`src/design/rtc_pkg.sv`:
```
package rtc_pkg;
  // ************************************************************
  // Register offsets on the register port.
  // ************************************************************
  localparam logic [7:0] OFF_SEC    = 8'h1c;
  localparam logic [7:0] OFF_MIN    = 8'h1d;
  localparam logic [7:0] OFF_HOUR   = 8'h1e;
  localparam logic [7:0] OFF_DAY    = 8'h1f;
  localparam logic [7:0] OFF_MONTH  = 8'h20;
  localparam logic [7:0] OFF_YEAR   = 8'h21;
  localparam logic [7:0] OFF_WDAY   = 8'h22;
  localparam logic [7:0] OFF_A_SEC  = 8'h23;
  localparam logic [7:0] OFF_A_MIN  = 8'h24;
  localparam logic [7:0] OFF_A_HOUR = 8'h25;
  localparam logic [7:0] OFF_A_DAY  = 8'h26;
  localparam logic [7:0] OFF_A_MON  = 8'h27;
  localparam logic [7:0] OFF_A_YEAR = 8'h28;
  localparam logic [7:0] OFF_CTRL   = 8'h29;
  localparam logic [7:0] OFF_STAT   = 8'h2a;
  localparam logic [7:0] OFF_IRQ_EN = 8'h2b;
  localparam logic [7:0] OFF_COMP_L = 8'h2c;
  localparam logic [7:0] OFF_COMP_H = 8'h2d;
  // ************************************************************
  // Field positions.
  // ************************************************************
  localparam int CTRL_RUN      = 0;
  localparam int CTRL_ROUND    = 1;
  localparam int CTRL_AUTOCOMP = 2;
  localparam int CTRL_MODE12   = 3;
  localparam int CTRL_TEST     = 4;
  localparam int CTRL_LOAD32   = 5;
  localparam int CTRL_SNAP     = 6;
  localparam int STAT_RUN      = 1;
  localparam int STAT_ALARM    = 6;
  localparam int STAT_PWRUP    = 7;
  localparam int HOUR_PM       = 7;
  localparam int IRQ_ALARM_EN  = 3;
  localparam int IRQ_TIMER_EN  = 2;
  // ************************************************************
  // Reset values and timing.
  // ************************************************************
  localparam logic [7:0] RST_ONE  = 8'h01;
  localparam logic [7:0] RST_STAT = 8'h80;
  localparam int OSC_TICKS_PER_SEC = 32768;
endpackage : rtc_pkg

```
`src/design/bcd_calendar_rtc.sv`:
```
`timescale 1ns/1ns
// Contract
// - Seconds are BCD tens 0-5, units 0-9.
// - Minutes are BCD tens 0-5, bit 7 zero.
// - Hours tens 0-2, units, bit 6 zero.
// - Hour bit 7 is afternoon in 12-hour mode.
// - Day of month BCD, resets to 01.
// - Month BCD 01 to 12, resets to 01.
// - Year two BCD digits, resets to 00.
// - Weekday 0 to 6, resets to zero.
// - Alarm set mirrors time fields except weekday and resets.
// - Snapshot copies time into read latches.
// - Snapshot bit self-clears, reads zero.
// - Rounding at next second, reads one until done.
// - Load bit presets prescaler from compensation value.
// - Hour format switchable anytime, reads follow it.
// - Auto compensation enable, resets off.
// - Test mode compensates every prescaler end when auto compensation is on.
// - Run bit controls counting, status shows state.
// - Alarm flag holds interrupt low until cleared.
// - Power-up flag set by reset, write-one clears.
// - Status shows day, hour, minute, second elapsed.
// - Alarm interrupt enable, resets off.
// - Periodic interrupt enable and period select.
module bcd_calendar_rtc #(
  parameter int TICKS_PER_SEC = rtc_pkg::OSC_TICKS_PER_SEC
) (
  // Clock and reset.
  input  wire logic       core_clk,
  input  wire logic       rst_n,
  // Oscillator from the pin.
  input  wire logic       osc_32k,
  // Register port.
  input  wire logic [7:0] reg_addr,
  input  wire logic       reg_wr_en,
  input  wire logic [7:0] reg_wdata,
  input  wire logic       reg_rd_en,
  output logic      [7:0] reg_rdata,
  output logic            reg_rd_valid,
  // Event outputs.
  output logic            alarm_irq_n,
  output logic            periodic_irq
);
  // ************************************************************
  // Parameter checks and helpers.
  // ************************************************************
  if (TICKS_PER_SEC < 2 || TICKS_PER_SEC > 65536) begin : g_chk
    $error("TICKS_PER_SEC out of range");
  end

  localparam logic [16:0] CNT_END = 17'(TICKS_PER_SEC - 1);

  function automatic logic [7:0] bcd_inc(input logic [7:0] v);
    if (v[3:0] == 4'h9) begin
      bcd_inc = {v[7:4] + 4'h1, 4'h0};
    end else begin
      bcd_inc = {v[7:4], v[3:0] + 4'h1};
    end
  endfunction : bcd_inc

  function automatic logic [5:0] month_days(input logic [4:0] m,
                                            input logic [7:0] y);
    logic leap;
    leap = y[4] ? (y[3:0] == 4'h2 || y[3:0] == 4'h6)
                : (y[3:0] == 4'h0 || y[3:0] == 4'h4 || y[3:0] == 4'h8);
    case (m)
      5'h02: month_days = leap ? 6'h29 : 6'h28;
      5'h04, 5'h06, 5'h09, 5'h11: month_days = 6'h30;
      default: month_days = 6'h31;
    endcase
  endfunction : month_days

  function automatic logic [5:0] bin_to_bcd(input logic [4:0] b);
    if (b >= 5'd20) begin
      bin_to_bcd = {2'h2, 4'(b - 5'd20)};
    end else if (b >= 5'd10) begin
      bin_to_bcd = {2'h1, 4'(b - 5'd10)};
    end else begin
      bin_to_bcd = {2'h0, b[3:0]};
    end
  endfunction : bin_to_bcd

  function automatic logic [4:0] bcd_to_bin(input logic [5:0] v);
    bcd_to_bin = ({3'h0, v[5:4]} * 5'd10) + {1'b0, v[3:0]};
  endfunction : bcd_to_bin

  // Hours are kept in binary 24-hour form; the format is applied at
  // the port so that switching modes never disturbs the count.
  function automatic logic [7:0] hour_out(input logic [4:0] h,
                                          input logic m12);
    logic [4:0] h12;
    h12 = (h == 5'd0) ? 5'd12 : (h > 5'd12) ? 5'(h - 5'd12) : h;
    if (m12) begin
      hour_out = {h >= 5'd12, 1'b0, bin_to_bcd(h12)};
    end else begin
      hour_out = {2'b00, bin_to_bcd(h)};
    end
  endfunction : hour_out

  function automatic logic [4:0] hour_in(input logic [7:0] d,
                                         input logic m12);
    logic [4:0] hb;
    hb = bcd_to_bin(d[5:0]);
    if (m12) begin
      hour_in = 5'((hb == 5'd12 ? 5'd0 : hb)
                   + (d[rtc_pkg::HOUR_PM] ? 5'd12 : 5'd0));
    end else begin
      hour_in = hb;
    end
  endfunction : hour_in

  // ************************************************************
  // State.
  // ************************************************************
  logic [6:0]  sec, min, a_sec, a_min, next_sec, next_min;
  logic [4:0]  hr, a_hr, next_hr, mon, a_mon, next_mon;
  logic [5:0]  day, a_day, next_day;
  logic [7:0]  yr, a_yr, next_yr, wday, next_wday;
  logic [6:0]  s_sec, s_min;
  logic [4:0]  s_hr, s_mon;
  logic [5:0]  s_day;
  logic [7:0]  s_yr, s_wday, ctrl_sel, irq_en, rd_val;
  logic [15:0] comp;
  logic [16:0] cnt;
  logic        snap_valid, round_req, running, alarm_flag, power_up;
  logic        match, match_q, osc_s1, osc_s2, osc_s3, osc_tick;
  logic        sec_tick, ev_m, ev_h, ev_d, carry_mo;
  logic [3:0]  ev_bits;
  logic [2:0]  ctrl_mode;

  // ************************************************************
  // Oscillator synchroniser and prescaler.
  // ************************************************************
  // The pin passes three flops; the second and third feed the edge detect.
  always_ff @(posedge core_clk or negedge rst_n) begin
    if (!rst_n) begin
      osc_s1 <= 1'b0;
      osc_s2 <= 1'b0;
      osc_s3 <= 1'b0;
    end else begin
      osc_s1 <= osc_32k;
      osc_s2 <= osc_s1;
      osc_s3 <= osc_s2;
    end
  end
  assign osc_tick = osc_s2 & ~osc_s3;
  assign sec_tick = running & osc_tick & (cnt == CNT_END);

  // Running follows the run bit at the next oscillator edge.
  always_ff @(posedge core_clk or negedge rst_n) begin
    if (!rst_n) begin
      running <= 1'b0;
    end else if (osc_tick) begin
      running <= ctrl_sel[rtc_pkg::CTRL_RUN];
    end
  end

  // A signed start value stretches or shortens one second.
  always_ff @(posedge core_clk or negedge rst_n) begin
    if (!rst_n) begin
      cnt <= 17'h00000;
    end else if (reg_wr_en && reg_addr == rtc_pkg::OFF_CTRL
                 && reg_wdata[rtc_pkg::CTRL_LOAD32]) begin
      cnt <= {comp[15], comp};
    end else if (sec_tick) begin
      if (ctrl_sel[rtc_pkg::CTRL_AUTOCOMP]
          && (ctrl_mode[1] || ev_h)) begin
        cnt <= {comp[15], comp};
      end else begin
        cnt <= 17'h00000;
      end
    end else if (running && osc_tick) begin
      cnt <= 17'(cnt + 17'h00001);
    end
  end

  // ************************************************************
  // Carry chain.
  // ************************************************************
  always_comb begin
    next_sec  = sec;
    next_min  = min;
    next_hr   = hr;
    next_day  = day;
    next_mon  = mon;
    next_yr   = yr;
    next_wday = wday;
    ev_m      = 1'b0;
    ev_h      = 1'b0;
    ev_d      = 1'b0;
    carry_mo  = 1'b0;
    if (sec_tick) begin
      if (round_req) begin
        next_sec = 7'h00;
        ev_m     = (sec >= 7'h30);
      end else if (sec == 7'h59) begin
        next_sec = 7'h00;
        ev_m     = 1'b1;
      end else begin
        next_sec = 7'(bcd_inc({1'b0, sec}));
      end
      if (ev_m) begin
        ev_h     = (min == 7'h59);
        next_min = ev_h ? 7'h00 : 7'(bcd_inc({1'b0, min}));
      end
      if (ev_h) begin
        ev_d    = (hr == 5'd23);
        next_hr = ev_d ? 5'd0 : 5'(hr + 5'd1);
      end
      if (ev_d) begin
        next_wday[2:0] = (wday[2:0] == 3'd6) ? 3'd0
                         : 3'(wday[2:0] + 3'd1);
        carry_mo = (day == month_days(mon, yr));
        next_day = carry_mo ? 6'h01 : 6'(bcd_inc({2'b00, day}));
      end
      if (carry_mo) begin
        next_mon = (mon == 5'h12) ? 5'h01
                   : 5'(bcd_inc({3'b000, mon}));
        if (mon == 5'h12) begin
          // Year 99 wraps to 00, so the tens digit never passes 9.
          next_yr = (yr == 8'h99) ? 8'h00 : bcd_inc(yr);
        end
      end
    end
  end

  // ************************************************************
  // Time and calendar registers.
  // ************************************************************
  // A host write to a field wins over the tick in the same cycle.
  always_ff @(posedge core_clk or negedge rst_n) begin
    if (!rst_n) begin
      sec  <= 7'h00;
      min  <= 7'h00;
      hr   <= 5'd0;
      day  <= 6'(rtc_pkg::RST_ONE);
      mon  <= 5'(rtc_pkg::RST_ONE);
      yr   <= 8'h00;
      wday <= 8'h00;
    end else begin
      sec  <= (reg_wr_en && reg_addr == rtc_pkg::OFF_SEC)
              ? reg_wdata[6:0] : next_sec;
      min  <= (reg_wr_en && reg_addr == rtc_pkg::OFF_MIN)
              ? reg_wdata[6:0] : next_min;
      hr   <= (reg_wr_en && reg_addr == rtc_pkg::OFF_HOUR)
              ? hour_in(reg_wdata, ctrl_mode[0]) : next_hr;
      day  <= (reg_wr_en && reg_addr == rtc_pkg::OFF_DAY)
              ? reg_wdata[5:0] : next_day;
      mon  <= (reg_wr_en && reg_addr == rtc_pkg::OFF_MONTH)
              ? reg_wdata[4:0] : next_mon;
      yr   <= (reg_wr_en && reg_addr == rtc_pkg::OFF_YEAR)
              ? reg_wdata : next_yr;
      wday <= (reg_wr_en && reg_addr == rtc_pkg::OFF_WDAY)
              ? {reg_wdata[7:3], reg_wdata[2:0] > 3'd6 ? 3'd6
                 : reg_wdata[2:0]} : next_wday;
    end
  end

  // Alarm set; hours are converted from the current format.
  always_ff @(posedge core_clk or negedge rst_n) begin
    if (!rst_n) begin
      a_sec <= 7'h00;
      a_min <= 7'h00;
      a_hr  <= 5'd0;
      a_day <= 6'(rtc_pkg::RST_ONE);
      a_mon <= 5'(rtc_pkg::RST_ONE);
      a_yr  <= 8'h00;
    end else if (reg_wr_en) begin
      case (reg_addr)
        rtc_pkg::OFF_A_SEC:  a_sec <= reg_wdata[6:0];
        rtc_pkg::OFF_A_MIN:  a_min <= reg_wdata[6:0];
        rtc_pkg::OFF_A_HOUR: a_hr  <= hour_in(reg_wdata, ctrl_mode[0]);
        rtc_pkg::OFF_A_DAY:  a_day <= reg_wdata[5:0];
        rtc_pkg::OFF_A_MON:  a_mon <= reg_wdata[4:0];
        rtc_pkg::OFF_A_YEAR: a_yr  <= reg_wdata;
        default: ;
      endcase
    end
  end

  // ************************************************************
  // Snapshot latches.
  // ************************************************************
  // Reads come from the latches until the host rewrites the time.
  always_ff @(posedge core_clk or negedge rst_n) begin
    if (!rst_n) begin
      {s_sec, s_min, s_hr, s_day, s_mon, s_yr, s_wday} <= '0;
      snap_valid <= 1'b0;
    end else if (reg_wr_en && reg_addr == rtc_pkg::OFF_CTRL
                 && reg_wdata[rtc_pkg::CTRL_SNAP]) begin
      {s_sec, s_min, s_hr, s_day, s_mon, s_yr, s_wday}
        <= {sec, min, hr, day, mon, yr, wday};
      snap_valid <= 1'b1;
    end else if (reg_wr_en && reg_addr >= rtc_pkg::OFF_SEC
                 && reg_addr <= rtc_pkg::OFF_WDAY) begin
      snap_valid <= 1'b0;
    end
  end

  // ************************************************************
  // Control, compensation and interrupt enable.
  // ************************************************************
  always_ff @(posedge core_clk or negedge rst_n) begin
    if (!rst_n) begin
      ctrl_sel  <= 8'h00;
      ctrl_mode <= 3'b000;
      round_req <= 1'b0;
      comp      <= 16'h0000;
      irq_en    <= 8'h00;
    end else begin
      if (reg_wr_en && reg_addr == rtc_pkg::OFF_CTRL) begin
        ctrl_sel[rtc_pkg::CTRL_RUN]      <= reg_wdata[rtc_pkg::CTRL_RUN];
        ctrl_sel[rtc_pkg::CTRL_AUTOCOMP] <=
          reg_wdata[rtc_pkg::CTRL_AUTOCOMP];
        ctrl_mode <= {1'b0, reg_wdata[rtc_pkg::CTRL_TEST],
                      reg_wdata[rtc_pkg::CTRL_MODE12]};
      end
      // A write of one arms rounding; the next second tick clears it.
      if (reg_wr_en && reg_addr == rtc_pkg::OFF_CTRL
          && reg_wdata[rtc_pkg::CTRL_ROUND]) begin
        round_req <= 1'b1;
      end else if (sec_tick) begin
        round_req <= 1'b0;
      end
      if (reg_wr_en && reg_addr == rtc_pkg::OFF_COMP_L) begin
        comp[7:0] <= reg_wdata;
      end
      if (reg_wr_en && reg_addr == rtc_pkg::OFF_COMP_H) begin
        comp[15:8] <= reg_wdata;
      end
      if (reg_wr_en && reg_addr == rtc_pkg::OFF_IRQ_EN) begin
        irq_en <= reg_wdata;
      end
    end
  end

  // ************************************************************
  // Status flags and event outputs.
  // ************************************************************
  assign match = (sec == a_sec) && (min == a_min) && (hr == a_hr)
                 && (day == a_day) && (mon == a_mon) && (yr == a_yr);

  // A new alarm edge wins over a write-one clear in the same cycle.
  always_ff @(posedge core_clk or negedge rst_n) begin
    if (!rst_n) begin
      power_up     <= 1'b1;
      alarm_flag   <= 1'b0;
      match_q      <= 1'b0;
      ev_bits      <= 4'h0;
      alarm_irq_n  <= 1'b1;
      periodic_irq <= 1'b0;
    end else begin
      match_q <= match;
      if (reg_wr_en && reg_addr == rtc_pkg::OFF_STAT
          && reg_wdata[rtc_pkg::STAT_PWRUP]) begin
        power_up <= 1'b0;
      end
      if (irq_en[rtc_pkg::IRQ_ALARM_EN] && match && !match_q) begin
        alarm_flag <= 1'b1;
      end else if (reg_wr_en && reg_addr == rtc_pkg::OFF_STAT
                   && reg_wdata[rtc_pkg::STAT_ALARM]) begin
        alarm_flag <= 1'b0;
      end
      alarm_irq_n <= ~alarm_flag;
      if (sec_tick) begin
        ev_bits <= {ev_d, ev_h, ev_m, 1'b1};
      end
      case (irq_en[1:0])
        2'd0: periodic_irq <= irq_en[rtc_pkg::IRQ_TIMER_EN] & sec_tick;
        2'd1: periodic_irq <= irq_en[rtc_pkg::IRQ_TIMER_EN] & ev_m;
        2'd2: periodic_irq <= irq_en[rtc_pkg::IRQ_TIMER_EN] & ev_h;
        default: periodic_irq <= irq_en[rtc_pkg::IRQ_TIMER_EN] & ev_d;
      endcase
    end
  end

  // ************************************************************
  // Read path.
  // ************************************************************
  always_comb begin
    case (reg_addr)
      rtc_pkg::OFF_SEC:   rd_val = {1'b0, snap_valid ? s_sec : sec};
      rtc_pkg::OFF_MIN:   rd_val = {1'b0, snap_valid ? s_min : min};
      rtc_pkg::OFF_HOUR:  rd_val = hour_out(snap_valid ? s_hr : hr,
                                            ctrl_mode[0]);
      rtc_pkg::OFF_DAY:   rd_val = {2'b00, snap_valid ? s_day : day};
      rtc_pkg::OFF_MONTH: rd_val = {3'b000, snap_valid ? s_mon : mon};
      rtc_pkg::OFF_YEAR:  rd_val = snap_valid ? s_yr : yr;
      rtc_pkg::OFF_WDAY:  rd_val = snap_valid ? s_wday : wday;
      rtc_pkg::OFF_A_SEC:  rd_val = {1'b0, a_sec};
      rtc_pkg::OFF_A_MIN:  rd_val = {1'b0, a_min};
      rtc_pkg::OFF_A_HOUR: rd_val = hour_out(a_hr, ctrl_mode[0]);
      rtc_pkg::OFF_A_DAY:  rd_val = {2'b00, a_day};
      rtc_pkg::OFF_A_MON:  rd_val = {3'b000, a_mon};
      rtc_pkg::OFF_A_YEAR: rd_val = a_yr;
      rtc_pkg::OFF_CTRL:  rd_val = {3'b000, ctrl_mode[1:0],
                                    ctrl_sel[rtc_pkg::CTRL_AUTOCOMP],
                                    round_req,
                                    ctrl_sel[rtc_pkg::CTRL_RUN]};
      rtc_pkg::OFF_STAT:  rd_val = {power_up, alarm_flag, ev_bits,
                                    running, 1'b0};
      rtc_pkg::OFF_IRQ_EN: rd_val = irq_en;
      rtc_pkg::OFF_COMP_L: rd_val = comp[7:0];
      rtc_pkg::OFF_COMP_H: rd_val = comp[15:8];
      default:            rd_val = 8'h00;
    endcase
  end

  // Read data is registered and valid one cycle after the strobe.
  always_ff @(posedge core_clk or negedge rst_n) begin
    if (!rst_n) begin
      reg_rdata    <= 8'h00;
      reg_rd_valid <= 1'b0;
    end else begin
      reg_rd_valid <= reg_rd_en;
      reg_rdata    <= reg_rd_en ? rd_val : reg_rdata;
    end
  end
endmodule : bcd_calendar_rtc

```
`config.mk`:
```
export PLATFORM = sky130hd
export DESIGN_NAME = bcd_calendar_rtc
export DESIGN_NICKNAME = d
export VERILOG_FILES = /design/src/design/rtc_pkg.sv /design/src/design/bcd_calendar_rtc.sv
export SDC_FILE = /design/constraint.sdc
export NUM_CORES = 1
export LEC_CHECK = 0
export BUFFER_PORTS_ARGS = -buffer_cell sky130_fd_sc_hd__buf_2
export CAP_MARGIN = 10
export CORE_ASPECT_RATIO = 1.75
export CORE_MARGIN = 1
export CORE_UTILIZATION = 60
export DETAILED_ROUTE_END_ITERATION = 6
export PLACE_DENSITY = 0.77
export SKIP_CTS_REPAIR_TIMING = 1
export SLEW_MARGIN = 5
export SYNTH_ARGS = -nofsm -noshare
export SYNTH_HDL_FRONTEND = slang
export SYNTH_SLANG_ARGS = --single-unit
export TNS_END_PERCENT = 100
```
`constraint.sdc`:
```
create_clock -name core_clk -period 5.1 [get_ports core_clk]
set_clock_uncertainty 0.15 [all_clocks]
set_input_delay 0 -clock core_clk [delete_from_list [all_inputs] [get_ports core_clk]]
set_output_delay 0 -clock core_clk [all_outputs]
set_load 0.02 [all_outputs]
```
# Word-level counts from Yosys, hierarchy flattened
# Index checks and enable logic that the tools add are counted.
# Widths: inputs -> output; s select.
# op_classes
n_addsub	25
mul	1
order_cmp	16
n_eq_ne	49
muxes	88
bitwise_logic	9
reduce_logical	78
# ops
operator	count
$pmux 8 s18	1
$eq 8x6->1 const B	14
$mux 5	21
$mux 8	11
$mux 7	12
$mux 6	12
$mux 17	4
$reduce_bool 2->1	17
$eq 8x5->1 const B	4
$ge 5x4->1 const B	6
$logic_and 1x1->1	28
$add 4x1->4 const B	6
$eq 4x4->1 const B	6
$reduce_and 2->1	12
$ge 5x5->1 const B	4
$mux 1	20
$add 17x1->17 const B	1
$eq 17x15->1 const B	1
$sub 4x3->4 const B	4
$sub 4x4->4 const B	4
$eq 5x5->1 const B	3
$reduce_bool 3->1	5
$eq 7x7->1	2
$eq 7x7->1 const B	2
other kinds (39)	66
# word_totals
ff_bits	199
inputBits	21
elab_cells	313

# Longest topological paths before layout
# logic_depth
ltp_word	17
ltp_mapped	14
depth_no_buf	13

# Worst setup path after synthesis
# No wires, ideal clock.
# synth_timing
path_type	register -> register
from	register snap_valid
to	register reg_rdata[5]
arrival_time_ns	2.902
required_ns	4.824
path_slack_ns	1.922
path_stages_with_launch	12
n_path_buf	1
path_cell_list	dfrtp_1 clkbuf_1 mux2i_1 inv_1 ha_1 nor4bb_1 o311ai_1 nand3_1 o211ai_1 a21boi_0 o22ai_1 o32a_1
# synth_via
elab_chain_len	8
word_cells_on_any_way	17
cone_classes	add/sub: 1; order compare: 3; mux: 12; reduce/logical: 1
# synth_rtl
item	line	source
from (decl)	bcd_calendar_rtc.sv:125	logic snap_valid, round_req, running, alarm_flag, power_up;
from (signal assigned)	bcd_calendar_rtc.sv:288	snap_valid <= 1'b0;
from (signal assigned)	bcd_calendar_rtc.sv:293	snap_valid <= 1'b1;
from (signal assigned)	bcd_calendar_rtc.sv:296	snap_valid <= 1'b0;
$mux 5	bcd_calendar_rtc.sv:384	rtc_pkg::OFF_HOUR: rd_val = hour_out(snap_valid ? s_hr : hr,
$sub 5x4->5 or $gt 5x4->1 (tied branches)	bcd_calendar_rtc.sv:92	h12 = (h == 5'd0) ? 5'd12 : (h > 5'd12) ? 5'(h - 5'd12) : h;
$mux 5 (2 in a row)	bcd_calendar_rtc.sv:92	
$ge 5x5->1	bcd_calendar_rtc.sv:74	if (b >= 5'd20) begin
$mux 6	bcd_calendar_rtc.sv:74	
$mux 8	bcd_calendar_rtc.sv:93	if (m12) begin
$pmux 8 s18 (*)	bcd_calendar_rtc.sv:381	case (reg_addr)
to (signal assigned)	bcd_calendar_rtc.sv:416	reg_rdata <= reg_rd_en ? rd_val : reg_rdata;
to (decl)	bcd_calendar_rtc.sv:38	output logic [7:0] reg_rdata,
# Every way passes the cells marked *; elsewhere a longest branch is shown, timed or not.
# A chain may end at the register's enable or synchronous reset.

# Worst setup path in the final report
# layout_timing
from	register hr[2]
to	register reg_rdata[1]
# layout_via
elab_chain_len	9
word_cells_on_any_way	18
cone_classes	add/sub: 3; order compare: 5; mux: 9; reduce/logical: 1
# layout_rtl
item	line	source
from (decl)	bcd_calendar_rtc.sv:116	logic [4:0] hr, a_hr, next_hr, mon, a_mon, next_mon;
from (signal assigned)	bcd_calendar_rtc.sv:245	hr <= (reg_wr_en && reg_addr == rtc_pkg::OFF_HOUR)
$mux 5 (*)	bcd_calendar_rtc.sv:384	
$sub 5x4->5 or $gt 5x4->1 (tied branches)	bcd_calendar_rtc.sv:92	
$mux 5 (2 in a row)	bcd_calendar_rtc.sv:92	
$ge 5x4->1 or $sub 4x4->4 (tied branches)	bcd_calendar_rtc.sv:76, bcd_calendar_rtc.sv:77	
$mux 5	bcd_calendar_rtc.sv:76	end else if (b >= 5'd10) begin
$mux 6	bcd_calendar_rtc.sv:74	
$mux 8 (*)	bcd_calendar_rtc.sv:93	
$pmux 8 s18 (*)	bcd_calendar_rtc.sv:381	
# Marks and branches as above.

==> qor_table.md <==
| Item | Value |
| --- | --- |
| Final hold violation count | 1 |
| Launching element type of the critical path | register |
| Mux cell area share after synthesis | 0.127 |
| Synthesized instance count | 1314 |
| Global-route congestion overflow total | 0 |
| Post-synth EDFFs | 0 |
| Arithmetic-cell share of the synthesized area counting full adders, half adders and majority gates | 0.0319 |
| Detailed-router iteration count before antenna repair | 7 |
| Fill cells | 1632 |
| Combinational family with the most area after synthesis | simple AND/OR/NAND/NOR gates |
| Total power consumption of the routed design | 3.66 mW |
| Smallest hold slack | -0.0288 ns |
| Post-Synth Simple-Gate Area | 0.190 |
| Sinks on the clock net | 199 |
| Slew HR | 0.195 |
| Detailed-route DRC error count | 3 |
| Area of the mapped netlist | 0.0122 mm^2 |
| Largest net degree at the start of global routing | 109 |
| Most frequent standard cell in the layout excluding fill and tap cells | dfrtp_1 |
| Layout cell share with drive strength beyond 1 | 0.157 |
| Number of cells on the worst hold path | 5 |
| Clock root buffer master | clkbuf_16 |
| Fin worst setup slack | 1.23 ns |
| Critical path peak fanout | 9 |
| WL/cell | 25.8 um |
| GRT Resource Usage Total | 0.404 |
| Areal power density over the cells | 277 mW/mm^2 |
| Die boundary height | 191 um |
| Count of pins over their slew limit | 0 |
| Boundary pin count | 32 |
| Net count after synthesis | 1365 |
| Data required time of the worst path | 5.26 ns |
| Setup repair after global routing missed its margin | false |
| Violations in the final reports | design-rule violations, negative hold slack |
| Count of inserted antenna diode cells | 0 |
| Number of antenna violations at the first check in global routing | 0 |
| Routed Antenna Nets | 0 |
| Synth Area in XOR/XNOR | 0.0365 |
| Final setup violation count | 0 |
| Row Count | 68 |
| Final critical path time including I/O delays and setup | 3.87 ns |
| Placed instance count | 1519 |
| Critical Path AT | 4.03 ns |
| Worst-case setup slack after placement | 1.32 ns |
| Result of the run | finished with violations |
| Critical Path Sink Type | register |
| CTS clock-pin slew for the worst setup and hold paths | 0.07 ns |
| Synth Register Bits | 199 |
| Part of the Yosys area used for sequential elements | 0.407 |
| Final setup TNS | 0 ns |
| CTS max path bufs | 2 |
| Post-layout nets | 1357 |
| Post-synth ARST share | 1.00 |
| Core outline area | 0.0198 mm^2 |
| Final cycle utilization of the critical path | 0.759 |
| Critical path class | register to register |
| Tightest Hold Check Type | input pin to register |
| Total of max-cap violations | 0 |
| Final Instance Count excl. Fillers | 1564 |
| Vias in the first global route | 10700 |
| Number of cells on the worst reg-to-reg path | 10 |
| Wire length of the first global-routing pass | 61300 um |
| Most frequently used flop master after synthesis | dfrtp_1 |
| Total clock buffers created by CTS | 17 |
| Achievable Freq | 258 MHz |
| Slew of the pin with the lowest slew margin | 1.20 ns |
| Effective utilization at floorplan | 0.618 |
| Port Buffers | 31 |
| Post-detail-place hpwl | 28600 um |
| Vias post-DR | 10900 |
| Distinct cell type count after synthesis | 89 |
| DR iter-0 viols | 1166 |
| Number of vias per cell after detailed routing | 6.95 |
| Synthesis warning total | 0 |
| Floorplan die width | 110 um |
| Die Area | 0.0210 mm^2 |
| Routed Wire Length | 40300 um |
| Commonest cells after routing, fill and taps aside | dfrtp_1 (192), nand2_1 (147), mux2_2 (104) |
| Leakage power | 5.72 nW |
| Synthesized-area fraction occupied by ao, oa, aoi and oai cells | 0.168 |
| Average footprint of a synthesized cell | 9.32 um^2 |
| Gp weighted congestion | 1.06 |
| Skew-Pair Late Insertion Delay | 0.45 ns |
| TritonCTS clock tree | built |
| Layout overhead on the synthesized area | 7.75% |
| Worst ir drop on vdd | 262 uV |
| Max H-tree Level | 4 |
critical path, stage by stage, from the launching register on:
cell and delay (ns):
dfrtp_1 0.47, mux2i_1 0.63, inv_1 0.25, ha_1 0.32
nor4bb_1 0.19, o311ai_1 0.37, nand3_1 0.21, o211ai_1 0.40
nor3_1 0.08, a2111oi_0 0.51, a31oi_1 0.15
final timing paths:
check                            start  slack (ns)            to
setup / recovery                 hr[2]        1.23  reg_rdata[1]
hold / removal             reg_addr[7]       -0.03    snap_valid
setup reg to reg                 hr[2]        1.23  reg_rdata[1]
hold reg to reg                 osc_s1        0.21        osc_s2
max in group asynchronous        rst_n        3.36        day[3]
min in group asynchronous        rst_n        0.09         yr[6]
cells in the mapped netlist (all sizes together) (28+ instances only):
library cell | number | area share
a21oi | 60 | 0.025
clkbuf | 65 | 0.020
dfrtp | 193 | 0.39
ha | 28 | 0.029
inv | 41 | 0.013
mux2 | 105 | 0.097
mux2i | 34 | 0.028
nand2 | 149 | 0.046
nand3 | 43 | 0.018
nor2 | 82 | 0.025
nor3 | 34 | 0.015
o21ai | 94 | 0.039
xor2 | 41 | 0.029
final cells by class:
class / instances / area, um^2 / share of cell area
multi-input combinational: 991 / 6760 / 0.513
sequential: 199 / 4990 / 0.378
clock buffer: 18 / 439 / 0.0333
timing repair buffer: 56 / 379 / 0.0287
tap: 245 / 307 / 0.0232
clock inverter: 14 / 160 / 0.0121
inverter: 41 / 154 / 0.0117
logic make-up (layout without fill, tap and decap cells):
logic type,after synthesis,after routing
AND/OR/NAND/NOR,456,456
AO/OA/AOI/OAI,314,314
flip-flops,199,199
multiplexers,140,140
buffers and inverters,124,129
XOR/XNOR,51,51
adder cells (fa/ha/maj),30,30
per-stage QoR:
stage	utilization	hold slack (ns)	instance area, um^2
after detailed placement	0.629	-0.0336	12500
after global routing	0.665	0.0171	13200
after CTS	0.659	-0.503	13100
final	0.665	-0.0288	13200
after global placement	0.629	-0.0376	12500
after floorplan	-	-0.446	12200
power breakdown:
group / internal [mW] / switching [mW] / total [mW]
logic: 0.190 / 0.318 / 0.508
clock network: 0.712 / 0.678 / 1.39
registers: 1.65 / 0.111 / 1.76
sequential cells by signal, indices dropped and copies added, names as in the netlist, 6 cells and up:
signal	cells
a_day	6
a_min	7
a_sec	7
a_yr	8
cnt	17
comp	16
day	6
irq_en	8
min	7
reg_rdata	8
s_day	6
s_min	7
s_sec	7
s_wday	8
s_yr	8
sec	7
wday	8
yr	8
routing by layer:
layer / GRT usage / share of wire / wire, um / vias to the layer above
met5: 0 / 0 / 0 / -
met3: 0.0713 / 0.078 / 3140 / 203
met1: 0.474 / 0.35 / 14200 / 5230
met2: 0.638 / 0.48 / 19100 / 628
li1: - / - / - / 4803
met4: 0.330 / 0.093 / 3760 / 0
(Power assumes the default switching activity.)
